$ cat src/sqg_pkg.sv
// Constants for the global classification and snooping control bank.
// Assumes an APB slave with 32-bit data; registers sit in the low byte.
//
// Summary of operation
// - DSCP 63 takes its priority from bits 6:4 of the last map register.
// - DSCP 62 takes its priority from bits 2:0; both fields reset to zero.
// - IPv4 snoop enable bit 6 sends every IGMP packet to the host port.
// - IPv6 listener snoop enable bit 2 sends every MLD packet to the host port.
// - Criteria select set: next header 43,44,50,51,60, or hop-by-hop with those.
// - Criteria select clear: next header 1 or 58, or hop-by-hop with those.
// - Mirror mode bit set mirrors only when source and destination both match.
// - Mirror mode bit clear mirrors when source or destination matches.
// - WRED colour codes: red 5:4 reset 3, yellow 3:2 reset 2, green 1:0 reset 1.
// - Event override bit 7 forces PTP event messages to priority bits 3:0.
// - Event override clear leaves PTP event messages at normal QoS priority.
// - Non-event override bit 7 forces PTP non-event messages to bits 3:0.
// - Non-event override clear leaves PTP non-event messages at normal QoS.

package sqg_pkg;

    // ****************************************
    // Bus and register indices
    // ****************************************
    localparam int unsigned SQG_ADDR_W = 12;
    localparam int unsigned SQG_IDX_W = 10;
    localparam logic [SQG_IDX_W-1:0] SQG_IDX_DSCP_LAST = 10'h35f;
    localparam logic [SQG_IDX_W-1:0] SQG_IDX_MIRROR_SNOOP = 10'h370;
    localparam logic [SQG_IDX_W-1:0] SQG_IDX_WRED = 10'h378;
    localparam logic [SQG_IDX_W-1:0] SQG_IDX_PTP_EVENT = 10'h37c;
    localparam logic [SQG_IDX_W-1:0] SQG_IDX_PTP_GENERAL = 10'h37d;

    // ****************************************
    // Reset values and writable bit masks
    // ****************************************
    localparam logic [7:0] SQG_RST_DSCP = 8'h00;
    localparam logic [7:0] SQG_RST_MIRROR = 8'h00;
    localparam logic [7:0] SQG_RST_WRED = 8'h39;
    localparam logic [7:0] SQG_RST_PTP = 8'h0f;
    localparam logic [7:0] SQG_MASK_DSCP = 8'h77;
    localparam logic [7:0] SQG_MASK_MIRROR = 8'h4d;
    localparam logic [7:0] SQG_MASK_WRED = 8'h3f;
    localparam logic [7:0] SQG_MASK_PTP = 8'h8f;

    // ****************************************
    // Field positions
    // ****************************************
    localparam int unsigned SQG_DSCP63_LSB = 4;
    localparam int unsigned SQG_DSCP62_LSB = 0;
    localparam int unsigned SQG_IGMP_ON_BIT = 6;
    localparam int unsigned SQG_MLD_SEL_BIT = 3;
    localparam int unsigned SQG_MLD_ON_BIT = 2;
    localparam int unsigned SQG_SNIFF_AND_BIT = 0;
    localparam int unsigned SQG_RED_LSB = 4;
    localparam int unsigned SQG_YELLOW_LSB = 2;
    localparam int unsigned SQG_GREEN_LSB = 0;
    localparam int unsigned SQG_OVR_BIT = 7;
    localparam int unsigned SQG_PRIO_LSB = 0;
    localparam int unsigned SQG_TOS_DSCP_LSB = 2;

    // ****************************************
    // Code points
    // ****************************************
    localparam logic [5:0] SQG_DSCP_63 = 6'h3f;
    localparam logic [5:0] SQG_DSCP_62 = 6'h3e;
    localparam logic [7:0] SQG_NH_HOP_BY_HOP = 8'h00;
    localparam logic [7:0] SQG_NH_ICMP4 = 8'h01;
    localparam logic [7:0] SQG_NH_ICMP6 = 8'h3a;
    localparam logic [7:0] SQG_NH_ROUTING = 8'h2b;
    localparam logic [7:0] SQG_NH_FRAGMENT = 8'h2c;
    localparam logic [7:0] SQG_NH_ESP = 8'h32;
    localparam logic [7:0] SQG_NH_AUTH = 8'h33;
    localparam logic [7:0] SQG_NH_DEST_OPT = 8'h3c;

endpackage : sqg_pkg

$ cat src/sqg_controls.sv
// Global DSCP, snooping, mirroring, WRED and PTP priority control bank.
// Assumes an APB master on clk_i and a frame parser on the same clock.
`timescale 1ns/100ps
`default_nettype none

module sqg_controls
    import sqg_pkg::*;
(
    // Clock and reset
    input wire logic clk_i,
    input wire logic reset_i,
    // APB slave
    input wire logic psel_i,
    input wire logic penable_i,
    input wire logic pwrite_i,
    input wire logic [SQG_ADDR_W-1:0] paddr_i,
    input wire logic [31:0] pwdata_i,
    input wire logic [3:0] pstrb_i,
    output logic pready_o,
    output logic [31:0] prdata_o,
    output logic pslverr_o,
    // Frame descriptor from the parser
    input wire logic frm_valid_i,
    input wire logic frm_ipv4_i,
    input wire logic frm_ipv6_i,
    input wire logic [7:0] frm_tos_i,
    input wire logic frm_igmp_i,
    input wire logic [7:0] frm_next_hdr_i,
    input wire logic [7:0] frm_hbh_next_hdr_i,
    input wire logic frm_src_sniff_i,
    input wire logic frm_dst_sniff_i,
    input wire logic frm_ptp_event_i,
    input wire logic frm_ptp_general_i,
    input wire logic [3:0] frm_qos_prio_i,
    // Classification result
    output logic cls_valid_o,
    output logic dscp_hit_o,
    output logic [2:0] dscp_prio_o,
    output logic host_fwd_o,
    output logic mld_pkt_o,
    output logic mirror_o,
    output logic [3:0] queue_prio_o,
    // WRED colour codes
    output logic [1:0] wred_red_o,
    output logic [1:0] wred_yellow_o,
    output logic [1:0] wred_green_o
);

    // ****************************************
    // Register storage
    // ****************************************
    logic [7:0] dscp_map_q;
    logic [7:0] mirror_snoop_q;
    logic [7:0] wred_q;
    logic [7:0] ptp_event_q;
    logic [7:0] ptp_general_q;

    // ****************************************
    // APB decode
    // ****************************************
    logic [SQG_IDX_W-1:0] idx;
    logic access;
    logic wr_lane;
    logic sel_dscp;
    logic sel_mirror;
    logic sel_wred;
    logic sel_ptp_evt;
    logic sel_ptp_gen;
    logic mapped;
    logic [7:0] rd_byte;

    always_comb begin
        idx = paddr_i[SQG_ADDR_W-1:2];
        access = psel_i && penable_i;
        wr_lane = access && pwrite_i && pstrb_i[0];
        sel_dscp = (idx == SQG_IDX_DSCP_LAST);
        sel_mirror = (idx == SQG_IDX_MIRROR_SNOOP);
        sel_wred = (idx == SQG_IDX_WRED);
        sel_ptp_evt = (idx == SQG_IDX_PTP_EVENT);
        sel_ptp_gen = (idx == SQG_IDX_PTP_GENERAL);
        mapped = sel_dscp || sel_mirror || sel_wred || sel_ptp_evt || sel_ptp_gen;
    end

    always_comb begin
        rd_byte = 8'h00;
        if (sel_dscp) begin
            rd_byte = dscp_map_q;
        end else if (sel_mirror) begin
            rd_byte = mirror_snoop_q;
        end else if (sel_wred) begin
            rd_byte = wred_q;
        end else if (sel_ptp_evt) begin
            rd_byte = ptp_event_q;
        end else if (sel_ptp_gen) begin
            rd_byte = ptp_general_q;
        end
    end

    // Zero-wait slave: response flags follow the access phase directly
    always_comb begin
        pready_o = 1'b1;
        pslverr_o = access && !mapped;
    end

    // Read data captured at the end of setup, standing through the access cycle
    always_ff @(posedge clk_i) begin
        if (reset_i) begin
            prdata_o <= 32'h0000_0000;
        end else if (psel_i && !penable_i && !pwrite_i && mapped) begin
            prdata_o <= {24'h00_0000, rd_byte};
        end else begin
            prdata_o <= 32'h0000_0000;
        end
    end

    // ****************************************
    // Register writes
    // ****************************************
    always_ff @(posedge clk_i) begin
        if (reset_i) begin
            dscp_map_q <= SQG_RST_DSCP;
        end else if (wr_lane && sel_dscp) begin
            dscp_map_q <= pwdata_i[7:0] & SQG_MASK_DSCP;
        end
    end

    always_ff @(posedge clk_i) begin
        if (reset_i) begin
            mirror_snoop_q <= SQG_RST_MIRROR;
        end else if (wr_lane && sel_mirror) begin
            mirror_snoop_q <= pwdata_i[7:0] & SQG_MASK_MIRROR;
        end
    end

    always_ff @(posedge clk_i) begin
        if (reset_i) begin
            wred_q <= SQG_RST_WRED;
        end else if (wr_lane && sel_wred) begin
            wred_q <= pwdata_i[7:0] & SQG_MASK_WRED;
        end
    end

    always_ff @(posedge clk_i) begin
        if (reset_i) begin
            ptp_event_q <= SQG_RST_PTP;
        end else if (wr_lane && sel_ptp_evt) begin
            ptp_event_q <= pwdata_i[7:0] & SQG_MASK_PTP;
        end
    end

    always_ff @(posedge clk_i) begin
        if (reset_i) begin
            ptp_general_q <= SQG_RST_PTP;
        end else if (wr_lane && sel_ptp_gen) begin
            ptp_general_q <= pwdata_i[7:0] & SQG_MASK_PTP;
        end
    end

    // ****************************************
    // Control fields
    // ****************************************
    logic ipv4_multicast_snoop_on;
    logic ipv6_listener_snoop_on;
    logic ipv6_listener_criteria_select;
    logic sniff_and_mode;
    logic evt_override;
    logic gen_override;
    logic [3:0] evt_prio;
    logic [3:0] gen_prio;
    logic [2:0] prio_63;
    logic [2:0] prio_62;

    always_comb begin
        ipv4_multicast_snoop_on = mirror_snoop_q[SQG_IGMP_ON_BIT];
        ipv6_listener_snoop_on = mirror_snoop_q[SQG_MLD_ON_BIT];
        ipv6_listener_criteria_select = mirror_snoop_q[SQG_MLD_SEL_BIT];
        sniff_and_mode = mirror_snoop_q[SQG_SNIFF_AND_BIT];
        evt_override = ptp_event_q[SQG_OVR_BIT];
        gen_override = ptp_general_q[SQG_OVR_BIT];
        evt_prio = ptp_event_q[SQG_PRIO_LSB +: 4];
        gen_prio = ptp_general_q[SQG_PRIO_LSB +: 4];
        prio_63 = dscp_map_q[SQG_DSCP63_LSB +: 3];
        prio_62 = dscp_map_q[SQG_DSCP62_LSB +: 3];
    end

    always_comb begin
        wred_red_o = wred_q[SQG_RED_LSB +: 2];
        wred_yellow_o = wred_q[SQG_YELLOW_LSB +: 2];
        wred_green_o = wred_q[SQG_GREEN_LSB +: 2];
    end

    // ****************************************
    // Frame classification
    // ****************************************
    logic mld_match;
    logic is_ip;
    logic [5:0] dscp;
    logic mld_pkt;

    sqg_mld_match u_mld (
        .criteria_sel_i(ipv6_listener_criteria_select),
        .next_hdr_i(frm_next_hdr_i),
        .hbh_next_hdr_i(frm_hbh_next_hdr_i),
        .match_o(mld_match)
    );

    always_comb begin
        is_ip = frm_ipv4_i || frm_ipv6_i;
        dscp = frm_tos_i[SQG_TOS_DSCP_LSB +: 6];
        mld_pkt = frm_ipv6_i && mld_match;
    end

    always_ff @(posedge clk_i) begin
        if (reset_i) begin
            cls_valid_o <= 1'b0;
        end else begin
            cls_valid_o <= frm_valid_i;
        end
    end

    always_ff @(posedge clk_i) begin
        if (reset_i) begin
            dscp_hit_o <= 1'b0;
            dscp_prio_o <= 3'h0;
        end else begin
            dscp_hit_o <= 1'b0;
            dscp_prio_o <= 3'h0;
            if (frm_valid_i && is_ip && dscp == SQG_DSCP_63) begin
                dscp_hit_o <= 1'b1;
                dscp_prio_o <= prio_63;
            end else if (frm_valid_i && is_ip && dscp == SQG_DSCP_62) begin
                dscp_hit_o <= 1'b1;
                dscp_prio_o <= prio_62;
            end
        end
    end

    always_ff @(posedge clk_i) begin
        if (reset_i) begin
            host_fwd_o <= 1'b0;
            mld_pkt_o <= 1'b0;
        end else begin
            mld_pkt_o <= frm_valid_i && mld_pkt;
            host_fwd_o <= frm_valid_i
                && ((frm_ipv4_i && frm_igmp_i && ipv4_multicast_snoop_on)
                || (mld_pkt && ipv6_listener_snoop_on));
        end
    end

    always_ff @(posedge clk_i) begin
        if (reset_i) begin
            mirror_o <= 1'b0;
        end else if (sniff_and_mode) begin
            mirror_o <= frm_valid_i && frm_src_sniff_i && frm_dst_sniff_i;
        end else begin
            mirror_o <= frm_valid_i && (frm_src_sniff_i || frm_dst_sniff_i);
        end
    end

    // Event override wins when a parser flags both message kinds
    always_ff @(posedge clk_i) begin
        if (reset_i) begin
            queue_prio_o <= 4'h0;
        end else if (frm_ptp_event_i && evt_override) begin
            queue_prio_o <= evt_prio;
        end else if (frm_ptp_general_i && !frm_ptp_event_i && gen_override) begin
            queue_prio_o <= gen_prio;
        end else begin
            queue_prio_o <= frm_qos_prio_i;
        end
    end
endmodule : sqg_controls

`default_nettype wire

$ cat src/sqg_mld_match.sv
// IPv6 listener-discovery packet detector.
// Assumes next-header fields are presented by the parser on clk_i.
`timescale 1ns/100ps
`default_nettype none

module sqg_mld_match
    import sqg_pkg::*;
(
    // Criteria and header fields
    input wire logic criteria_sel_i,
    input wire logic [7:0] next_hdr_i,
    input wire logic [7:0] hbh_next_hdr_i,
    // Result
    output logic match_o
);

    // ****************************************
    // Next-header code test
    // ****************************************
    function automatic logic nh_hit(input logic [7:0] nh, input logic sel);
        logic ext;
        logic icmp;
        ext = (nh == SQG_NH_ROUTING) || (nh == SQG_NH_FRAGMENT) || (nh == SQG_NH_ESP)
            || (nh == SQG_NH_AUTH) || (nh == SQG_NH_DEST_OPT);
        icmp = (nh == SQG_NH_ICMP4) || (nh == SQG_NH_ICMP6);
        nh_hit = sel ? ext : icmp;
    endfunction : nh_hit

    always_comb begin
        match_o = nh_hit(next_hdr_i, criteria_sel_i)
            || ((next_hdr_i == SQG_NH_HOP_BY_HOP)
            && nh_hit(hbh_next_hdr_i, criteria_sel_i));
    end

endmodule : sqg_mld_match

`default_nettype wire

$ cat config.mk
export PLATFORM = sky130hd
export DESIGN_NAME = sqg_controls
export DESIGN_NICKNAME = d
export VERILOG_FILES = /design/src/sqg_pkg.sv /design/src/sqg_controls.sv /design/src/sqg_mld_match.sv
export SDC_FILE = /design/constraint.sdc
export NUM_CORES = 1
export LEC_CHECK = 0
export ABC_AREA = 1
export BUFFER_PORTS_ARGS = -buffer_cell sky130_fd_sc_hd__buf_2
export CORE_UTILIZATION = 48
export DETAILED_ROUTE_END_ITERATION = 6
export PLACE_DENSITY = 0.85
export SLEW_MARGIN = 20
export SYNTH_ARGS = -nofsm -noshare
export SYNTH_HDL_FRONTEND = slang
export SYNTH_HIERARCHICAL = 1
export SYNTH_SLANG_ARGS = --single-unit
$ cat constraint.sdc
create_clock -name clk_i -period 3.04 [get_ports clk_i]
set_input_delay 0.608 -clock clk_i [delete_from_list [all_inputs] [get_ports clk_i]]
set_output_delay 0.608 -clock clk_i [all_outputs]
set_load 0.03 [all_outputs]
# After elaboration in Yosys (flattened, before gate mapping)
# Cells that the tools add are included.
[word_totals] register_bits=70 inputBits=89 out_inout_bits=52 elab_cells=102
[op_classes] n_eq_ne=21 muxes=14 n_bitwise=1 reduce_logical=52
[ops] op="8-bit by 6-bit equality test with 1-bit output (second input constant)" n=12
[ops] op="10-bit equality test (second input constant)" n=5
[ops] op="8-bit 2-to-1 mux" n=5
[ops] op="1-bit logical AND" n=28
[ops] op="1-bit logical OR" n=18
[ops] op="8-bit by 1-bit equality test with 1-bit output (second input constant)" n=2
[ops] op="6-bit equality test (second input constant)" n=2
[ops] op="8-bit zero test" n=1
[ops] op="4-bit 2-to-1 mux" n=2
[ops] op="3-bit 2-to-1 mux" n=2
[ops] op="1-bit 2-to-1 mux" n=5
[ops] op="1-bit zero test" n=4
[ops] op="2-bit OR reduction" n=1
[ops] op="1-bit NOT" n=1

# Depth between registers and ports, before layout
# Gate-level depths: netlist (run 1).
[depth] ltp_word=12 mapped_depth=13 depth_no_buf=13

# Hierarchy
# The synthesis (run 1) kept the hierarchy.
[modules_own_cells] mod="sqg_controls" n_inst=1 cells_each=299 area_per_inst_um2=2293.4 seq_area_each_um2=920.9
[modules_own_cells] mod="sqg_mld_match" n_inst=1 cells_each=67 area_per_inst_um2=281.5 seq_area_each_um2=0.0

# Worst setup path before layout (run 1)
# OpenSTA, ideal clock, no wires.
[synth_path] path_kind="input -> output" start="in paddr_i[9]" end="out pslverr_o" arrival_ps=1667 t_required_ps=2432 slack_ps=765 path_stages=8 path_buffers=0 cell_sequence="inv_1 > nand2_1 > inv_1 > nand3_4 > nand2_2 > nor2_2 > nand2_4 > nor2_1"
[synth_via] elab_chain_cells=7 word_cells_on_any_way=11 classes_between="eq/ne (5); reduce/logical (6)"
[synth_lines] element="start: declaration" line="sqg_controls.sv:16" rtl="input wire logic [SQG_ADDR_W-1:0] paddr_i,"
[synth_lines] element="10-bit equality test, on equally long branches" line="sqg_controls.sv:76, sqg_controls.sv:77"
[synth_lines] element="1-bit logical OR (3 in a row)" line="sqg_controls.sv:81" rtl="mapped = sel_dscp || sel_mirror || sel_wred || sel_ptp_evt || sel_ptp_gen;"
[synth_lines] element="1-bit logical OR *" line="sqg_controls.sv:81"
[synth_lines] element="1-bit zero test *" line="sqg_controls.sv:102" rtl="pslverr_o = access && !mapped;"
[synth_lines] element="1-bit logical AND *" line="sqg_controls.sv:102"
[synth_lines] element="end: declaration" line="sqg_controls.sv:21" rtl="output logic pslverr_o,"
# Every way passes the cells marked *; elsewhere a longest branch is shown, timed or not.

# Worst setup path after layout (run 1)
# Same ends and word-level chain as after synthesis.

==> metrics.md, run 1 <==
| Metric | Value |
|---|---|
| Crit path time final | 2.42 ns |
| Chip width | between 70 and 80 um |
| Post-synth ARST share | 0% |
| Final instance area | just over 3000 um^2 |
| Reg area | between 900 and 1000 um^2 |
| # IOs | approximately 140 |
| Dpl cell area | 2960 um^2 |
| Fin crit share | 79.6% |
| Worst Path Arrival | 1.81 ns |
| RSZ-0062 raised after global routing | false |
| Core Footprint | 5140 um^2 |
| Post-DP HPWL | between 4000 and 5000 um |
| Post-synth top flop | dfxtp_1 |
| Logic gate share of total power | 14.1% |
| Post-CTS Setup Bufs | 0 |
| Top cells by count, synth | nand2_1 (66), nor2_1 (49), dfxtp_1 (46), inv_1 (39), buf_4 (25) |
| CTS tree | done |
| Initial core utilization | about half |
| First-pass GRT wire length | between 9000 and 10,000 um |
| Hold buffers post-CTS | 0 |
| Launch point of the worst hold path | dscp_map_q[2] |
| Initial DRC count | approximately 150 |
| Switch Pwr | 0.000338 W |
| Vias in the first global route | between 2,000 and 2,500 |
| Post-synth EDFFs | 0 |
| Reg2Reg Setup Slack | between 1.5 and 2 ns |
| Reg-to-reg startpoint | mirror_snoop_q[3] |
| Layout cells sized above 1 | between 20% and 30% |
| Crit path max fanout | 17 |
| Setup crit end | pslverr_o |
| DRT Pass-1 Iters | 4 |
| Post-Synthesis Cells | 366 |
| Drt wl/cell | about 11 um |
| # resized after CTS | 0 |
| Clock Power Share | 36.8% |
| Post-synth top area cell | dfxtp_1 |
| Clk buf depth | 2 |
| CTS root buffer | clkbuf_8 |
| Total track usage | a little over a fifth |
| Cell mode on critical path | buf_2 |
| Htree depth | 2 |
| Pin count of the biggest net entering global routing | 29 |
| Die area | between 5000 and 6000 um^2 |
| Clk sinks | 46 |
| Post-Route Utilization | 59.9% |
| DP Worst Slack | between 0.6 and 0.7 ns |
| Final wirelength | between 5000 and 6000 um |
| # diodes | 0 |
| Vias per inst | approximately 4.8 |
| Final Hold Fails | 0 |
| Synth top area cells | dfxtp_1 (36%), nand2_1 (9.6%), buf_4 (7.3%), nor2_1 (7.1%), inv_1 (5.7%) |
| Fmax achieved | just over 400 MHz |
| # rows | 26 |
| Register area share after synthesis | between 30% and 40% |
| Switching Share | 27.3% |
| Warnings, synthesis | 6 |
| Cell Int Power | around 0.00090 W |
| # DRC | 0 |
| Die height | 75.2 um |
| Routed Antenna Nets | 0 |
| Cell area after synthesis | between 2000 and 3000 um^2 |
| Vias after detailed routing | between 2,000 and 2,500 |
| Worst VDD drop | 301 uV |
| Initial antenna violation count | 0 |
| Register bit total from synthesis | 46 |
| Clock Latency Late Sink | around 0.31 ns |
| R2R Path End | host_fwd_o |
| I/O Buffers | 84 |
| CP max stage delay | between 0.2 and 0.3 ns |
| Clock Skew | approximately 0.0064 ns |
| Worst hold path type | reg -> reg |
| Final setup violation count | 0 |
| Critical path launch point type | input port |
| # Max-Cap Violations | 0 |
| Placed instance count | between 500 and 600 |
| Fin worst setup slack | ~0.62 ns |
| Worst EP required | approximately 2.4 ns |
| Grt ovf | 0 |
| Critical path type | in -> out |
| Sequential share of power | approximately half |
| Layout Cells excl Fill | between 500 and 600 |
| Total power divided by cell area | about 400 nW/um^2 |
| Worst r2r path cells | 10 |
| Clock Pin Slew Worst Setup and Hold Paths | ~0.090 ns |
| Area of the multi-input gates | 1340 um^2 |
| Worst slew pin tran | between 0.6 and 0.7 ns |
| Final TNS setup | 0 ns |
| Average footprint of a synthesized cell | around 7.0 um^2 |
| Outcome | complete, no violations |
| Final GP Congestion | 0.863 |
| Area delta synth->final | 19.5% |
| Post-synthesis cell type count | 29 |
| Top cell type's share of synthesized area | between 30% and 40% |
| Num CTS Buffers | 5 |
| NumNets Final | between 500 and 600 |
| Most numerous cell in the Yosys netlist | nand2_1 |
| CP endpoint kind | output port |
| Max-Slew Margin vs Limit | 53.5% |
| Crit-path cells | buf_2 -> inv_1 -> nand2_1 -> nor2_8 -> nand2_2 -> nor2_4 -> nor2_2 -> nand2_4 -> nor2_1 -> buf_2 |
| Pins Over Slew Limit | 0 |
| P_leak | roughly 1.6 nW |
| Fillers | about 500 |
| Worst Setup SP | paddr_i[9] |
| Crit-path slowest cell | nor2_8 |
## sequential cells by signal, summed over array words and instances, names as in the netlist, 3 cells and up
signal	cells
prdata_o	8
dscp_map_q	6
wred_q	6
ptp_event_q	5
ptp_general_q	5
mirror_snoop_q	4
queue_prio_o	4
dscp_prio_o	3
## per-layer routing
metal / up-vias / global-route usage (%) / share of wire, %
met4: 0 / 11.1 / 1.3
li1: 1309 / - / -
met1: 1102 / 23.8 / 42
met3: 7 / 4.55 / 6.7
met5: - / 0 / 0
met2: 81 / 39.4 / 50
## area by class of cell
class / instances / share of cell area, %
inverters: 51 / 6.22
clock buffers: 5 / 2.24
clock inverters: 3 / 1.46
well taps: 70 / 2.85
repair buffers: 84 / 13.7
flip-flops and latches: 46 / 29.9
multi-input cells: 263 / 43.7
## critical path, delay by kind of cell
family / cells / cell delay (ns)
buffers and inverters: 3 / 0.31
and+or+nand+nor: 7 / 0.89
## placed cells by master (no fill, tap or decap), drive strengths merged
cell and count:
clkbuf 5, bufinv 1, o211ai 14, a22oi 2
clkinv 2, nand3b 1, inv 49, nor4 1
buf 84, a21oi 18, dfxtp 46, nand2 78
nand3 22, nor2 58, o21ai 24, nor3 5
conb 25, or2 1, clkinvlp 2, nand4 14
## stage by stage
step | hold WS (ns) | power (W)
after CTS | 0.464 | 0.00125
after global placement | 0.452 | 0.000791
after detailed placement | 0.449 | 0.000795
after global routing | 0.487 | 0.00129
final | 0.470 | 0.00124
after floorplan | 0.428 | 0.000756
## worst min-delay path by stage
stage / to / cells past startpoint
2_1_floorplan: host_fwd_o / 2
3_3_place_gp: dscp_prio_o[2] / 2
3_5_place_dp: dscp_prio_o[2] / 2
4_1_cts: dscp_prio_o[2] / 2
5_1_grt: dscp_prio_o[2] / 2
6_report: dscp_prio_o[2] / 2
## cells by family (layout without fill, tap and decap cells)
logic type	Yosys count	after routing	synth area share (%)
AOI/OAI and AO/OA	58	58	12.8
buffers and inverters	80	143	15.4
DFF	46	46	35.8
other	2	25	0.292
and+or+nand+nor	180	180	35.7
## power groups by stage
stage | logic [W] | clock network, W | registers [W]
6_report | 0.000175 | 0.000456 | 0.000607
4_1_cts | 0.000174 | 0.000464 | 0.000607
2_1_floorplan | 0.000126 | 0 | 0.000631
3_3_place_gp | 0.000170 | 0 | 0.000621
3_5_place_dp | 0.000174 | 0 | 0.000621
5_1_grt | 0.000194 | 0.000492 | 0.000608
Power figures use the tool's default switching activity.
==> run 2: changes to the inputs <==
--- a/config.mk
+++ b/config.mk
@@ -7,9 +7,9 @@
 export LEC_CHECK = 0
 export ABC_AREA = 1
 export BUFFER_PORTS_ARGS = -buffer_cell sky130_fd_sc_hd__buf_2
-export CORE_UTILIZATION = 48
+export CORE_UTILIZATION = 40
 export DETAILED_ROUTE_END_ITERATION = 6
-export PLACE_DENSITY = 0.85
+export PLACE_DENSITY = 0.76
 export SLEW_MARGIN = 20
 export SYNTH_ARGS = -nofsm -noshare
 export SYNTH_HDL_FRONTEND = slang
==> constraint.sdc (replaced) <==
create_clock -name clk_i -period 1.95 [get_ports clk_i]
set_input_delay 0.39 -clock clk_i [delete_from_list [all_inputs] [get_ports clk_i]]
set_output_delay 0.39 -clock clk_i [all_outputs]
set_load 0.03 [all_outputs]
==> run 2 against run 1 <==
Against the previous run:
- sequential power is 56% higher
- hold slack got worse by 0.14 ns
- setup slack got worse by 0.48 ns
- total power increased by 43%
- die area grew 19%
- clock-buffer cell count grew 2
- cell area is 0.45% higher
- via count down 1.1%
- non-clock buffer count increased by 6
- global-route usage shrank 4.0 points
- clock power up 19%
- register-to-register slack worse by 1.1 ns
- critical endpoint unchanged
- highest routed layer unchanged
==> metrics.md, run 2 (synthesis results as in run 1) <==
| Metric | Value |
|---|---|
| Clock Power Share | 30.7% |
| DP Worst Slack | 0.148 ns |
| Vias in the first global route | 2,137 |
| Sequential share of power | between 50% and 60% |
| Leading cell type in the layout, fill and taps excluded | buf_2 |
| Cell Int Power | between 0.001 and 0.0015 W |
| Worst Path Arrival | between 1 and 1.5 ns |
| Final GP Congestion | around 0.86 |
| Final Hold Fails | 0 |
| P_leak | 1.58 nW |
| Initial DRC count | 73 |
| Clock Latency Late Sink | about 0.30 ns |
| Switch Pwr | a little under 0.0005 W |
| Final instance area | between 3000 and 4000 um^2 |
| Worst VDD drop | between 300 and 400 uV |
| Clk buf depth | 2 |
| # IOs | between 100 and 150 |
| Met2 Use GR | around a third |
| I/O Buffers | between 80 and 90 |
| Fin crit share | 92.6% |
| Initial core utilization | 42.5% |
| Initial antenna violation count | 0 |
| CTS tree | done |
| Total track usage | about 18% |
| Fmax achieved | between 500 and 600 MHz |
| CTS root buffer | clkbuf_8 |
| Num CTS Buffers | 5 |
| DRT Pass-1 Iters | 4 |
| Core Footprint | between 6000 and 7000 um^2 |
| Fin worst setup slack | around 0.14 ns |
| Crit path time final | around 1.8 ns |
| Worst hold path type | in -> reg |
| Cell mode on critical path | buf_2 |
| Vias per inst | between 4 and 5 |
| CP max stage delay | roughly 0.2 ns |
| Crit path max fanout | 4 |
| Setup crit end | pslverr_o |
| Reg-to-reg startpoint | mirror_snoop_q[3] |
| Final TNS setup | 0 ns |
| Clock Skew | roughly 0.0023 ns |
| # resized after CTS | 0 |
| Smallest hold slack | approximately 0.33 ns |
| # rows | 28 |
| NumNets Final | roughly 550 |
| Logic gate share of total power | between 10% and 20% |
| Chip width | 82.2 um |
| Htree depth | 2 |
| # Max-Cap Violations | 0 |
| Die area | about 6800 um^2 |
| Number of flip-flops in the largest register | 8 |
| Die height | between 80 and 90 um |
| Pin count of the biggest net entering global routing | 29 |
| Dpl cell area | approximately 3000 um^2 |
| CP endpoint kind | output port |
| Most frequent cells in the layout | buf_2 (84), nand2_1 (66), nor2_1 (49) |
| # diodes | 0 |
| Routing usage on met1 | 20.4% |
| Worst r2r path cells | 10 |
| Hold buffers post-CTS | 0 |
| Reg with most FFs | prdata_o |
| Outcome | complete, no violations |
| Top flop regs | prdata_o: 8 flops, dscp_map_q: 6 flops, wred_q: 6 flops |
| Vias after detailed routing | roughly 2,500 |
| RSZ-0062 raised after global routing | false |
| Post-DP HPWL | ~4700 um |
| Switching Share | roughly 28% |
| Crit-path cells | buf_2 -> nand2_1 -> inv_1 -> nand3_4 -> nand2_2 -> nor2_2 -> nand2_4 -> nor2_1 -> buf_2 |
| Total power divided by cell area | 571 nW/um^2 |
| Worst EP required | around 1.6 ns |
| Layout cells sized above 1 | just under 30% |
| Crit-path slowest cell | buf_2 |
| Final setup violation count | 0 |
| Worst Setup SP | paddr_i[8] |
| Pins Over Slew Limit | 0 |
| Grt ovf | 0 |
| GR Layer Usage met3 | between 5 and 6% |
| Clock Pin Slew Worst Setup and Hold Paths | ~0.08 ns |
| R2R Path End | host_fwd_o |
| Final wirelength | 5780 um |
| Routed Antenna Nets | 0 |
| Layer with the highest usage | met2 |
| Drt wl/cell | between 10 and 15 um |
| Clk sinks | 46 |
| First-pass GRT wire length | 9080 um |
| Post-CTS Setup Bufs | 0 |
| Area delta synth->final | 20.1% |
| # DRC | 0 |
| Reg2Reg Setup Slack | 0.67 ns |
| Critical path type | in -> out |
| Critical path launch point type | input port |
## run 2: cell count changes in the layout (fill, tap and decap cells not counted)
| cell | change |
|---|---|
| buf_4 | +6 |
| clkbuf_1 | +2 |
| clkinvlp_4 | -2 |
| bufinv_16 | -1 |
## run 2: critical path: cells and delay by family
kind / cells / cell delay, ns
buf+inv: 3 / 0.39
simple gates: 6 / 0.63
## run 2: power by group through the flow
| stage | Combinational [W] | Sequential, W | Clock (W) |
|---|---|---|---|
| 6_report | 0.000277 | 0.000947 | 0.000543 |
| 3_3_place_gp | 0.000270 | 0.000969 | 0 |
| 2_1_floorplan | 0.000196 | 0.000983 | 0 |
| 3_5_place_dp | 0.000276 | 0.000969 | 0 |
| 5_1_grt | 0.000305 | 0.000948 | 0.000601 |
| 4_1_cts | 0.000277 | 0.000947 | 0.000555 |
## run 2: how the worst min path moves through the flow
stage	start	to	slack, ns	cells past startpoint
floorplan	mirror_snoop_q[2]	host_fwd_o	0.43	2
finish	pwdata_i[7]	ptp_event_q[7]	0.33	3
global route	pwdata_i[5]	dscp_map_q[5]	0.34	3
detailed placement	mirror_snoop_q[2]	host_fwd_o	0.45	2
CTS	pwdata_i[7]	ptp_event_q[7]	0.33	3
global placement	dscp_map_q[2]	dscp_prio_o[2]	0.45	2
## run 2: final cells by class
| type | instances | area, um^2 |
|---|---|---|
| inverter | 51 | 191 |
| sequential | 46 | 921 |
| timing repair buffer | 90 | 465 |
| tap | 75 | 93.8 |
| clock buffer | 7 | 76.3 |
| multi-input combinational | 263 | 1340 |
| fill | 619 | 2970 |
## run 2: through the flow
step,std cells,total power [W],util (%)
6_report,532,0.00177,51.0
5_1_grt,532,0.00185,51.0
4_1_cts,532,0.00178,51.0
3_5_place_dp,525,0.00124,49.8
3_3_place_gp,525,0.00124,49.8
2_1_floorplan,389,0.00118,-
## run 2: layer usage
metal  wire (um)  part of all wire, %
met1        2570                   45
met2        2790                   48
met5           0                    0
met3         378                  6.5
met4          41                 0.71
